$ cat src/debug_command_pkg.sv
package debug_command_pkg;
  localparam logic [7:0] CMD_REV_RD    = 8'h00;
  localparam logic [7:0] CMD_CNT_WR    = 8'h01;
  localparam logic [7:0] CMD_STAT_RD   = 8'h02;
  localparam logic [7:0] CMD_CNT_RD    = 8'h03;
  localparam logic [7:0] CMD_CTL_WR    = 8'h04;
  localparam logic [7:0] CMD_CTL_RD    = 8'h05;
  localparam logic [7:0] CMD_PC_WR     = 8'h06;
  localparam logic [7:0] CMD_PC_RD     = 8'h07;
  localparam logic [7:0] CMD_REG_WR    = 8'h08;
  localparam logic [7:0] CMD_REG_RD    = 8'h09;
  localparam logic [7:0] CMD_PMEM_WR   = 8'h0A;
  localparam logic [7:0] CMD_PMEM_RD   = 8'h0B;
  localparam logic [7:0] CMD_DMEM_WR   = 8'h0C;
  localparam logic [7:0] CMD_DMEM_RD   = 8'h0D;
  localparam logic [7:0] CMD_CRC_RD    = 8'h0E;
  localparam logic [7:0] CMD_STEP      = 8'h10;
  localparam logic [7:0] CMD_STUFF     = 8'h11;
  localparam logic [7:0] CMD_EXEC      = 8'h12;
  localparam logic [7:0] CMD_BAUD_RD   = 8'h1B;
  localparam logic [7:0] BLANK_BYTE    = 8'hFF;
  localparam logic [7:0] CTL_RESET     = 8'h00;
  localparam logic [15:0] CNT_RESET    = 16'h0000;
  localparam int         CTL_DBG_BIT   = 7;
  // peripheral registers sit in the top page of the register file
  localparam logic [11:0] PERIPH_BASE  = 12'hF00;

  typedef struct packed {
    logic       valid;
    logic [7:0] data;
  } byte_type;

  typedef struct packed {
    logic        valid;
    logic [11:0] addr;
    logic [7:0]  data;
  } reg_wr_type;

  typedef struct packed {
    logic        valid;
    logic [15:0] addr;
    logic [7:0]  data;
  } pmem_wr_type;
endpackage

$ cat src/debug_command_decoder.sv
`timescale 1ns/10ps
module debug_command_decoder #(
  parameter logic [7:0] REV_MAJOR = 8'h01, // arbitrary value
  parameter logic [7:0] REV_MINOR = 8'h00  // arbitrary value
) (
  // clock and reset
  input  wire logic                          clk,
  input  wire logic                          rst,
  // byte stream from the serial receiver
  input  wire debug_command_pkg::byte_type   rx,
  // byte stream to the serial transmitter
  output debug_command_pkg::byte_type        tx,
  input  wire logic                          tx_ready,
  // device state
  input  wire logic                          read_protect_option,
  input  wire logic                          flash_unlocked,
  input  wire logic [7:0]                    debug_status_reg,
  input  wire logic [15:0]                   program_counter,
  input  wire logic [15:0]                   baud_reload,
  input  wire logic [7:0]                    reg_rd_data,
  // cpu and memory side
  output logic                               cpu_halt,
  output logic [7:0]                         debug_control_reg,
  output logic [15:0]                        debug_down_counter,
  output debug_command_pkg::byte_type        pc_load_hi,
  output logic [15:0]                        pc_load_value,
  output logic                               pc_load,
  output logic [11:0]                        reg_rd_addr,
  output debug_command_pkg::reg_wr_type      reg_wr,
  output debug_command_pkg::pmem_wr_type     pmem_wr,
  output logic [7:0]                         cmd_other
);
  // ************************************************************
  // command sequencer
  // ************************************************************
  typedef enum logic [2:0] {
    S_CMD, S_OPND, S_DATA_IN, S_SEND, S_DATA_OUT
  } state_type;

  state_type   state_q;
  logic [7:0]  cmd_q;
  logic [2:0]  opnd_q;
  logic [31:0] opnd_data_q;
  logic [16:0] count_q;
  logic [15:0] addr_q;
  logic [1:0]  send_q;
  logic [15:0] send_word_q;
  logic        debug_on;
  logic        prot;
  logic [2:0]  opnd_need;
  logic        known;
  logic        tx_busy;

  assign debug_on = debug_control_reg[debug_command_pkg::CTL_DBG_BIT];
  assign prot     = read_protect_option;
  // a stalled response byte freezes the output side of the sequencer
  assign tx_busy  = tx.valid && !tx_ready;

  // ************************************************************
  // operand count of each command byte
  // ************************************************************
  always_comb begin
    opnd_need = 3'd0;
    known     = 1'b1;
    case (rx.data)
      debug_command_pkg::CMD_REV_RD,
      debug_command_pkg::CMD_STAT_RD,
      debug_command_pkg::CMD_CNT_RD,
      debug_command_pkg::CMD_CTL_RD,
      debug_command_pkg::CMD_PC_RD,
      debug_command_pkg::CMD_CRC_RD,
      debug_command_pkg::CMD_STEP,
      debug_command_pkg::CMD_BAUD_RD: opnd_need = 3'd0;
      debug_command_pkg::CMD_CTL_WR,
      debug_command_pkg::CMD_STUFF,
      debug_command_pkg::CMD_EXEC: opnd_need = 3'd1;
      debug_command_pkg::CMD_CNT_WR,
      debug_command_pkg::CMD_PC_WR: opnd_need = 3'd2;
      debug_command_pkg::CMD_REG_WR,
      debug_command_pkg::CMD_REG_RD: opnd_need = 3'd3;
      debug_command_pkg::CMD_PMEM_WR,
      debug_command_pkg::CMD_PMEM_RD,
      debug_command_pkg::CMD_DMEM_WR,
      debug_command_pkg::CMD_DMEM_RD: opnd_need = 3'd4;
      default: known = 1'b0;
    endcase
  end

  // ************************************************************
  // access gate
  // ************************************************************
  // gated commands still walk their framing; only the effects are dropped
  logic allowed;
  always_comb begin
    case (cmd_q)
      debug_command_pkg::CMD_REV_RD,
      debug_command_pkg::CMD_STAT_RD,
      debug_command_pkg::CMD_CTL_WR,
      debug_command_pkg::CMD_CTL_RD: allowed = 1'b1;
      debug_command_pkg::CMD_PC_WR,
      debug_command_pkg::CMD_PC_RD,
      debug_command_pkg::CMD_PMEM_WR,
      debug_command_pkg::CMD_PMEM_RD,
      debug_command_pkg::CMD_DMEM_WR,
      debug_command_pkg::CMD_DMEM_RD,
      debug_command_pkg::CMD_STEP,
      debug_command_pkg::CMD_STUFF,
      debug_command_pkg::CMD_EXEC: allowed = debug_on && !prot;
      default: allowed = debug_on;
    endcase
  end

  logic [7:0] op_last;
  assign op_last = rx.data;

  always_ff @(posedge clk or posedge rst) begin
    if (rst) begin
      state_q     <= S_CMD;
      cmd_q       <= 8'h00;
      opnd_q      <= 3'd0;
      opnd_data_q <= 32'h0000_0000;
      count_q     <= 17'd0;
      addr_q      <= 16'h0000;
      send_q      <= 2'd0;
      send_word_q <= 16'h0000;
    end else begin
      case (state_q)
        S_CMD: begin
          if (rx.valid && known) begin
            cmd_q  <= rx.data;
            opnd_q <= opnd_need;
            state_q <= (opnd_need == 3'd0) ? S_SEND : S_OPND;
          end
        end
        S_OPND: begin
          if (rx.valid) begin
            opnd_data_q <= {opnd_data_q[23:0], op_last};
            opnd_q      <= opnd_q - 3'd1;
            if (opnd_q == 3'd1) begin
              state_q <= S_SEND;
            end
          end
        end
        S_SEND: begin
          // one decode cycle after the last operand
          state_q <= S_CMD;
          send_q  <= 2'd0;
          case (cmd_q)
            debug_command_pkg::CMD_REV_RD: begin
              send_word_q <= {REV_MAJOR, REV_MINOR};
              send_q      <= 2'd2;
              state_q     <= S_DATA_OUT;
            end
            debug_command_pkg::CMD_STAT_RD,
            debug_command_pkg::CMD_CTL_RD: begin
              send_word_q <= {(cmd_q == debug_command_pkg::CMD_STAT_RD) ?
                              debug_status_reg : debug_control_reg,
                              8'h00};
              send_q      <= 2'd1;
              state_q     <= S_DATA_OUT;
            end
            debug_command_pkg::CMD_CNT_RD: begin
              send_word_q <= debug_on ? ~debug_down_counter :
                             16'hFFFF;
              send_q      <= 2'd2;
              state_q     <= S_DATA_OUT;
            end
            debug_command_pkg::CMD_PC_RD: begin
              send_word_q <= allowed ? program_counter : 16'hFFFF;
              send_q      <= 2'd2;
              state_q     <= S_DATA_OUT;
            end
            debug_command_pkg::CMD_BAUD_RD: begin
              send_word_q <= allowed ? baud_reload : 16'hFFFF;
              send_q      <= 2'd2;
              state_q     <= S_DATA_OUT;
            end
            debug_command_pkg::CMD_REG_WR,
            debug_command_pkg::CMD_REG_RD: begin
              addr_q  <= {4'h0, opnd_data_q[19:8]};
              count_q <= (opnd_data_q[7:0] == 8'h00) ? 17'd256 :
                         {9'd0, opnd_data_q[7:0]};
              state_q <= (cmd_q == debug_command_pkg::CMD_REG_WR) ?
                         S_DATA_IN : S_DATA_OUT;
            end
            debug_command_pkg::CMD_PMEM_WR,
            debug_command_pkg::CMD_DMEM_WR: begin
              addr_q  <= opnd_data_q[31:16];
              count_q <= (opnd_data_q[15:0] == 16'h0000) ? 17'h10000 :
                         {1'b0, opnd_data_q[15:0]};
              state_q <= S_DATA_IN;
            end
            default: state_q <= S_CMD;
          endcase
        end
        S_DATA_IN: begin
          // gated data is still counted so the next command byte lines up
          if (rx.valid) begin
            addr_q  <= addr_q + 16'h0001;
            count_q <= count_q - 17'd1;
            if (count_q == 17'd1) begin
              state_q <= S_CMD;
            end
          end
        end
        S_DATA_OUT: begin
          if (!tx_busy) begin
            if (cmd_q == debug_command_pkg::CMD_REG_RD) begin
              addr_q  <= addr_q + 16'h0001;
              count_q <= count_q - 17'd1;
              if (count_q == 17'd1) begin
                state_q <= S_CMD;
              end
            end else begin
              send_word_q <= {send_word_q[7:0], 8'h00};
              send_q      <= send_q - 2'd1;
              if (send_q == 2'd1) begin
                state_q <= S_CMD;
              end
            end
          end
        end
        default: state_q <= S_CMD;
      endcase
    end
  end

  // ************************************************************
  // response byte
  // ************************************************************
  logic       reg_ram;
  logic [7:0] reg_byte;
  // limitation: only the top page of the register file counts as peripheral
  assign reg_ram  = addr_q[11:0] < debug_command_pkg::PERIPH_BASE;
  assign reg_byte = (!debug_on || (prot && reg_ram)) ?
                    debug_command_pkg::BLANK_BYTE : reg_rd_data;
  assign reg_rd_addr = addr_q[11:0];

  always_ff @(posedge clk or posedge rst) begin
    if (rst) begin
      tx <= '0;
    end else if (!tx_busy) begin
      // valid and data only move together, never while stalled
      tx.valid <= (state_q == S_DATA_OUT);
      tx.data  <= (cmd_q == debug_command_pkg::CMD_REG_RD) ? reg_byte :
                  send_word_q[15:8];
    end
  end

  // ************************************************************
  // register effects
  // ************************************************************
  always_ff @(posedge clk or posedge rst) begin
    if (rst) begin
      debug_control_reg  <= debug_command_pkg::CTL_RESET;
      debug_down_counter <= debug_command_pkg::CNT_RESET;
      pc_load            <= 1'b0;
      pc_load_value      <= 16'h0000;
      cpu_halt           <= 1'b0;
    end else begin
      pc_load  <= 1'b0;
      cpu_halt <= debug_control_reg[debug_command_pkg::CTL_DBG_BIT];
      if (state_q == S_SEND) begin
        if (cmd_q == debug_command_pkg::CMD_CTL_WR) begin
          debug_control_reg <= opnd_data_q[7:0];
        end
        if (cmd_q == debug_command_pkg::CMD_CNT_WR && debug_on) begin
          debug_down_counter <= opnd_data_q[15:0];
        end
        if (cmd_q == debug_command_pkg::CMD_PC_WR && allowed) begin
          pc_load       <= 1'b1;
          pc_load_value <= opnd_data_q[15:0];
        end
      end
    end
  end

  assign pc_load_hi = '{valid: pc_load, data: pc_load_value[15:8]};

  // ************************************************************
  // memory write strobes
  // ************************************************************
  logic in_byte;
  assign in_byte = (state_q == S_DATA_IN) && rx.valid;

  always_ff @(posedge clk or posedge rst) begin
    if (rst) begin
      reg_wr    <= '0;
      pmem_wr   <= '0;
      cmd_other <= 8'h00;
    end else begin
      reg_wr.valid <= in_byte && cmd_q == debug_command_pkg::CMD_REG_WR &&
                      debug_on && !(prot && reg_ram);
      reg_wr.addr  <= addr_q[11:0];
      reg_wr.data  <= rx.data;
      pmem_wr.valid <= in_byte && cmd_q == debug_command_pkg::CMD_PMEM_WR &&
                       allowed && flash_unlocked;
      pmem_wr.addr  <= addr_q;
      pmem_wr.data  <= rx.data;
      cmd_other <= (state_q == S_SEND && allowed) ? cmd_q : 8'h00;
    end
  end
endmodule

$ cat config.mk
export PLATFORM = sky130hd
export DESIGN_NAME = debug_command_decoder
export DESIGN_NICKNAME = d
export VERILOG_FILES = /design/src/debug_command_pkg.sv /design/src/debug_command_decoder.sv
export SDC_FILE = /design/constraint.sdc
export NUM_CORES = 1
export LEC_CHECK = 0
export BUFFER_PORTS_ARGS = -buffer_cell sky130_fd_sc_hd__buf_2
export CAP_MARGIN = 20
export CORE_MARGIN = 2
export CORE_UTILIZATION = 40
export DETAILED_ROUTE_END_ITERATION = 16
export SKIP_CTS_REPAIR_TIMING = 1
export SYNTH_ARGS = -nofsm -noshare
export SYNTH_HDL_FRONTEND = slang
export SYNTH_SLANG_ARGS = --single-unit
$ cat constraint.sdc
create_clock -name clk -period 5.15 [get_ports clk]
set_clock_uncertainty 0.1 [all_clocks]
set_input_delay 0.2575 -clock clk [delete_from_list [all_inputs] [get_ports clk]]
set_output_delay 0.2575 -clock clk [all_outputs]
set_load 0.005 [all_outputs]
# After elaboration in Yosys (flattened, before gate mapping)

Index checks and enable logic that the tools add are counted.

Register bits after elaboration: 194
Bits in latches: 0
RAM bits: 0
Memories kept: 0
Bits in read-only memories: 0

Reduce and logical (&&, ||, !) cells: 50
Equal/unequal tests: 52
Bitwise logic cells: 1
Add/subtract/negate cells: 4
Shifts and indexed selects: 0
Multipliers: 0
Divide/modulo/power cells: 0
Order comparisons: 1
Multiplexer cells: 47

Operators with widths:

| cell                                                | number |
|---|---|
| two-way mux 16 bit                                  | 8 |
| == test 8 x 4 -> 1 bit (second input constant)      | 13 |
| one-hot mux 16 bit (5 select lines)                 | 1 |
| two-way mux 17 bit                                  | 4 |
| == test 8 x 3 -> 1 bit (second input constant)      | 8 |
| == test 8 x 5 -> 1 bit (second input constant)      | 8 |
| one-hot mux 16 bit (2 select lines)                 | 2 |
| one-hot mux 17 bit (3 select lines)                 | 1 |
| one-hot mux 16 bit (3 select lines)                 | 1 |
| one-hot mux 17 bit (2 select lines)                 | 1 |
| two-way mux 3 bit                                   | 11 |
| == test 8 x 2 -> 1 bit (second input constant)      | 4 |
| two-way mux 8 bit                                   | 4 |
| logical NOT 8 bit                                   | 3 |
| OR reduction 19 bit                                 | 1 |
| == test 17 x 1 -> 1 bit (second input constant)     | 1 |
| subtractor 17 x 1 -> 17 bit (second input constant) | 1 |
| adder 16 x 1 -> 16 bit (second input constant)      | 1 |
| == test 8 x 1 -> 1 bit (second input constant)      | 2 |
| logical NOT 16 bit                                  | 1 |
| NOT 16 bit                                          | 1 |
| one-hot mux 3 bit (5 select lines)                  | 1 |
| logical AND 1 bit                                   | 14 |
| inequality test 2 bit (second input constant)       | 7 |
| 33 further kinds                                    | 56 |

# Longest topological paths before layout

Word-level depth: 7
Depth in mapped cells: 10
Gate-level depth less buffers: 8

# Worst setup path before layout

No wires, ideal clock.

Kind: register -> register
Start: reg cmd_q[7]
End: reg pc_load_value[0]
Required time: 4.925 ns
Arrival: 2.513 ns
Path buffers: 3
Cell stages (with the launch flop): 9
Clock period less this slack: 2.739 ns
Setup time: 0.125 ns
Slack: 2.411 ns
Cell sequence: dfrtp_1 or4_1 buf_2 a2111oi_4 a211oi_2 or4_1 buf_6 buf_6 mux2_4

Longest elaborated chain between the ends: 5

Ends and longest elaborated chain:

| element                                                  | RTL line                                                  | source |
|---|---|---|
| from (decl)                                              | debug_command_decoder.sv:41                               | `logic [7:0] cmd_q;` |
| from (signal assigned)                                   | debug_command_decoder.sv:130                              | `cmd_q <= rx.data;` |
| == test 8 x 3 -> 1 bit, or another cell as far along     | debug_command_decoder.sv:95, debug_command_decoder.sv:270 |  |
| OR reduction 9 bit or OR reduction 4 bit (tied branches) | debug_command_decoder.sv:95                               | `case (cmd_q)` |
| one-hot mux 1 bit (2 select lines)                       | debug_command_decoder.sv:95                               |  |
| logical AND 1 bit *                                      | debug_command_decoder.sv:270                              | `if (cmd_q == debug_command_pkg::CMD_PC_WR && allowed) begin` |
| AND reduction 2 bit (no source line) *                   | -                                                         |  |
| to (signal assigned)                                     | debug_command_decoder.sv:272                              | `pc_load_value <= opnd_data_q[15:0];` |
| to (decl)                                                | debug_command_decoder.sv:26                               | `output logic [15:0] pc_load_value,` |

Mark *: on every way between the ends. The rest lies on a longest branch, timed or not.
A chain may end at the register's enable or synchronous reset.

# Final worst setup path

Start: reg cmd_q[3]
End: reg send_word_q[2]

Longest elaborated chain between the ends: 6

Ends and longest elaborated chain:

| element                                                  | RTL line                                                   | source |
|---|---|---|
| == test 8 x 3 -> 1 bit, or another cell as far along     | debug_command_decoder.sv:95                                |  |
| OR reduction 9 bit or OR reduction 4 bit (tied branches) | debug_command_decoder.sv:95                                |  |
| one-hot mux 1 bit (2 select lines)                       | debug_command_decoder.sv:95                                |  |
| two-way mux 16 bit (on tied branches)                    | debug_command_decoder.sv:174, debug_command_decoder.sv:169 |  |
| one-hot mux 16 bit (5 select lines)                      | debug_command_decoder.sv:148                               | `case (cmd_q)` |
| one-hot mux 16 bit (2 select lines)                      | debug_command_decoder.sv:127                               | `case (state_q)` |
| to (signal assigned)                                     | debug_command_decoder.sv:150                               | `send_word_q <= {REV_MAJOR, REV_MINOR};` |
| to (signal assigned)                                     | debug_command_decoder.sv:156                               | `send_word_q <= {(cmd_q == debug_command_pkg::CMD_STAT_RD) ?` |
| to (signal assigned)                                     | debug_command_decoder.sv:174                               | `send_word_q <= allowed ? baud_reload : 16'hFFFF;` |
| to (decl)                                                | debug_command_decoder.sv:47                                | `logic [15:0] send_word_q;` |

Parallel ways exist; a longest one is shown, timed or not.

==> metrics.md <==
| Metric | Value |
|---|---|
| DRC viols | 0 |
| Post-synthesis adder-cell area fraction | 0.00822 |
| Rows | 55 |
| Area grow syn2layout | 18.8% |
| Fin area | 10,900 um^2 |
| First-pass GRT wire length | slightly below 40,000 um |
| Proportion of synthesized area in mux cells | 0.109 |
| Final setup vio count | 0 |
| Buffers on Ports | 187 |
| Max reg flops | 32 |
| R2R Setup Slk | 1.60 ns |
| Simple-gate share of the synthesized area | 0.151 |
| Reg2reg path depth | 6 |
| Fraction of layout cells with a size suffix above 1 | 0.306 |
| Post-Route WL | between 20,000 and 30,000 um |
| Pwr Density | 478 nW/um^2 |
| Hold crit path type | in2async |
| Via count | between 7k and 8k |
| Synthesis-stage register bit count | 182 |
| Syn_area_per_cell | ~10 um^2 |
| Synth area leader | dfrtp_1 |
| Die Y | ~160 um |
| Clock Latency Late Sink | 0.44 ns |
| Top reg by flops | opnd_data_q |
| Slew margin rel. | 0.320 |
| Sequence of cells on the critical path | nor4_1, nand3b_1, nor3_1, a221oi_1, dlygate4sd3_1, nand3_1 |
| Synthesized area | 9140 um^2 |
| Total track usage | 0.211 |
| FMAX | 282 MHz |
| TNS Setup | 0 ns |
| Multi-input gate area | 4000 um^2 |
| WHS | -0.0284 ns |
| CP Data Required Time | 5.41 ns |
| Ys async rst share | 1.00 |
| Startpoint Class | register |
| CP max stage cell | nor3_1 |
| Top Ports | ~190 |
| Top-area cell type share of the netlist area | 0.498 |
| Setup repair after global routing missed its margin | false |
| Area of placed instances | 10,000 um^2 |
| Vias in the first global route | 6,911 |
| Worst slew pin tran | 1.01 ns |
| H-tree depth | 4 |
| Worst-path fanout max | 15 |
| Number of distinct library cells after synthesis | between 60 and 70 |
| HPWL Detailed | around 18,000 um |
| Storage cell area | 4550 um^2 |
| Top delay family on crit path | simple AND/OR/NAND/NOR gates |
| GRT Residual Overflow | 0 |
| Xor and xnor area share after synthesis | 0.00288 |
| CTS tree | built |
| DRT Pass-1 Iters | 5 |
| Die area | approximately 24,000 um^2 |
| Largest family of logic cells by synthesized area | compound AO/OA/AOI/OAI gates |
| Post-route ant nets | 0 |
| Ys flop type | dfrtp_1 |
| Syn nets | 960 |
| Max Buffers Root-to-Sink | 2 |
| 1st-iter DRT viols | about 630 |
| Min Tclk post-route | 3.55 ns |
| Post-synthesis cell count | between 800 and 900 |
| Antenna violations before repair | 0 |
| Status | complete, but fails checks |
| Largest stage delay, worst path | 0.84 ns |
| CP Capture Type | register |
| Leakage | 0.00518 uW |
| Top flop regs | opnd_data_q (32), pmem_wr (25), count_q (17) |
| GP Congestion | 0.895 |
| Synth area leaders | dfrtp_1 (50%), mux2_2 (8.0%), buf_4 (3.4%) |
| Slew Viols, Final | 0 |
| Largest net degree at the start of global routing | 183 |
| Avg Vias per Cell | between 5 and 6 |
| Post-route insts no fill | approximately 1.3k |
| Post-synth EDFFs | 0 |
| Wirelength per Cell | roughly 19 um |
| Tcrit/Tclk final | 0.689 |
| Clk slew on worst S/H paths | 0.07 ns |
| Worst VDD drop | about 0.2 mV |
| Diode count | 0 |
| Failing checks | negative hold slack |
| RR Startpoint | cmd_q[3]$_DFFE_PP0P_ |
| Final nets | 1,103 |
| # placed instances | 1,278 |
| CTS sink count | 182 |
| CP bufs+invs | 1 |
| WS Path Type | reg2reg |
| Starting density of the core | 0.406 |
| Post-synthesis sequential area ratio | 0.498 |
| RR Endpoint | send_word_q[2]$_DFFE_PP0P_ |
| WP data arrival | 3.81 ns |
| Final hold vios | 11 |
| CTS Root Cell | clkbuf_16 |
| Max-Cap Viols | 0 |
| Yosys warnings | 0 |
| Synth Area in Compound Gates | 0.167 |
| Fill cell count | about 2.1k |
| Die X | 155 um |
| Placeable Area | around 23,000 um^2 |
| CTS Buf Count | 17 |
-- logic make-up (layout without fill, tap and decap cells) --
family,after synthesis,count (layout)
buf+inv,110,265
fa+ha+maj,6,6
compound gates,226,226
xor+xnor,3,3
simple gates,279,279
mux,86,86
flops,182,182
-- layout make-up --
cell class | count | area share
well taps | 285 | 0.0329
multi-input cells | 600 | 0.369
clock buffers | 19 | 0.0417
repair buffers | 222 | 0.117
clock inverters | 12 | 0.0153
inverters | 12 | 0.00450
flip-flops and latches | 182 | 0.420
-- through the flow --
step	total power (uW)	setup slack, ns	hold slack (ns)	util
after floorplan	3310	2.41	0.189	-
after global placement	3780	1.95	0.293	0.444
after detailed placement	3810	1.90	0.299	0.444
after CTS	5200	1.89	-0.146	0.472
after global routing	5520	1.34	0.00566	0.482
final	5190	1.60	-0.0284	0.482
-- tightest hold or removal path: cells and delay by family --
family	cells	cell delay, ns
buffers and inverters	3	0.79
-- synthesized netlist by cell type (13+ instances only) --
cell type / instances
nor2_1: 68
nand3_1: 24
a21oi_1: 60
mux2_2: 65
and2_1: 13
a221oi_1: 15
nor3_1: 28
clkbuf_1: 46
dfrtp_1: 182
nand2_1: 73
o21ai_0: 53
nand2b_1: 13
buf_4: 41
-- power breakdown --
group / internal, uW / leakage, uW / switching, uW
Combinational: 707 / 0.00248 / 919
Sequential: 1740 / 0.00241 / 444
Clock: 797 / 0.000296 / 583
Total: 3240 / 0.00518 / 1950
-- metal layers --
layer / up-vias / wire [um] / track usage
met5: - / 0 / 0
met4: 0 / 420 / 0.0608
met3: 31 / 1430 / 0.0421
met2: 259 / 12300 / 0.340
met1: 3627 / 11500 / 0.290
li1: 3497 / - / -
-- cell usage in the layout (no fill, tap or decap), types with 4 or more instances in the layout --
cell / instances
nor2_1: 67
a22oi_1: 8
mux2i_1: 11
and3_1: 9
mux2_4: 10
clkbuf_16: 17
a31oi_1: 7
nor4_1: 9
a32oi_1: 9
o21ai_0: 53
a32o_1: 8
nand4_1: 4
and2_1: 13
mux2_2: 65
or4_1: 5
buf_4: 11
o22a_1: 12
nand2_1: 73
nor2b_1: 5
clkinvlp_4: 4
a21oi_1: 59
nand3_1: 24
o31ai_1: 12
or3_1: 7
inv_1: 11
or2_2: 5
a221oi_1: 15
o211ai_1: 7
ha_1: 6
nor3_1: 28
dlygate4sd3_1: 23
and3b_1: 4
nand2b_1: 13
buf_2: 187
dfrtp_1: 182
a22o_1: 5
-- worst max path at each step --
| stage | startpoint | end | slack, ns | cells after the start |
|---|---|---|---|---|
| finish | cmd_q[3]$_DFFE_PP0P_ | send_word_q[2]$_DFFE_PP0P_ | 1.60 | 6 |
| CTS | cmd_q[4]$_DFFE_PP0P_ | pc_load_value[5]$_DFFE_PP0P_ | 1.89 | 5 |
| global route | cmd_q[3]$_DFFE_PP0P_ | send_word_q[2]$_DFFE_PP0P_ | 1.34 | 6 |
| floorplan | cmd_q[7]$_DFFE_PP0P_ | pc_load_value[0]$_DFFE_PP0P_ | 2.41 | 8 |
| global placement | cmd_q[4]$_DFFE_PP0P_ | pc_load_value[8]$_DFFE_PP0P_ | 1.95 | 5 |
| detailed placement | cmd_q[4]$_DFFE_PP0P_ | pc_load_value[5]$_DFFE_PP0P_ | 1.90 | 5 |
Note: power is estimated with default switching activity, not from simulation.
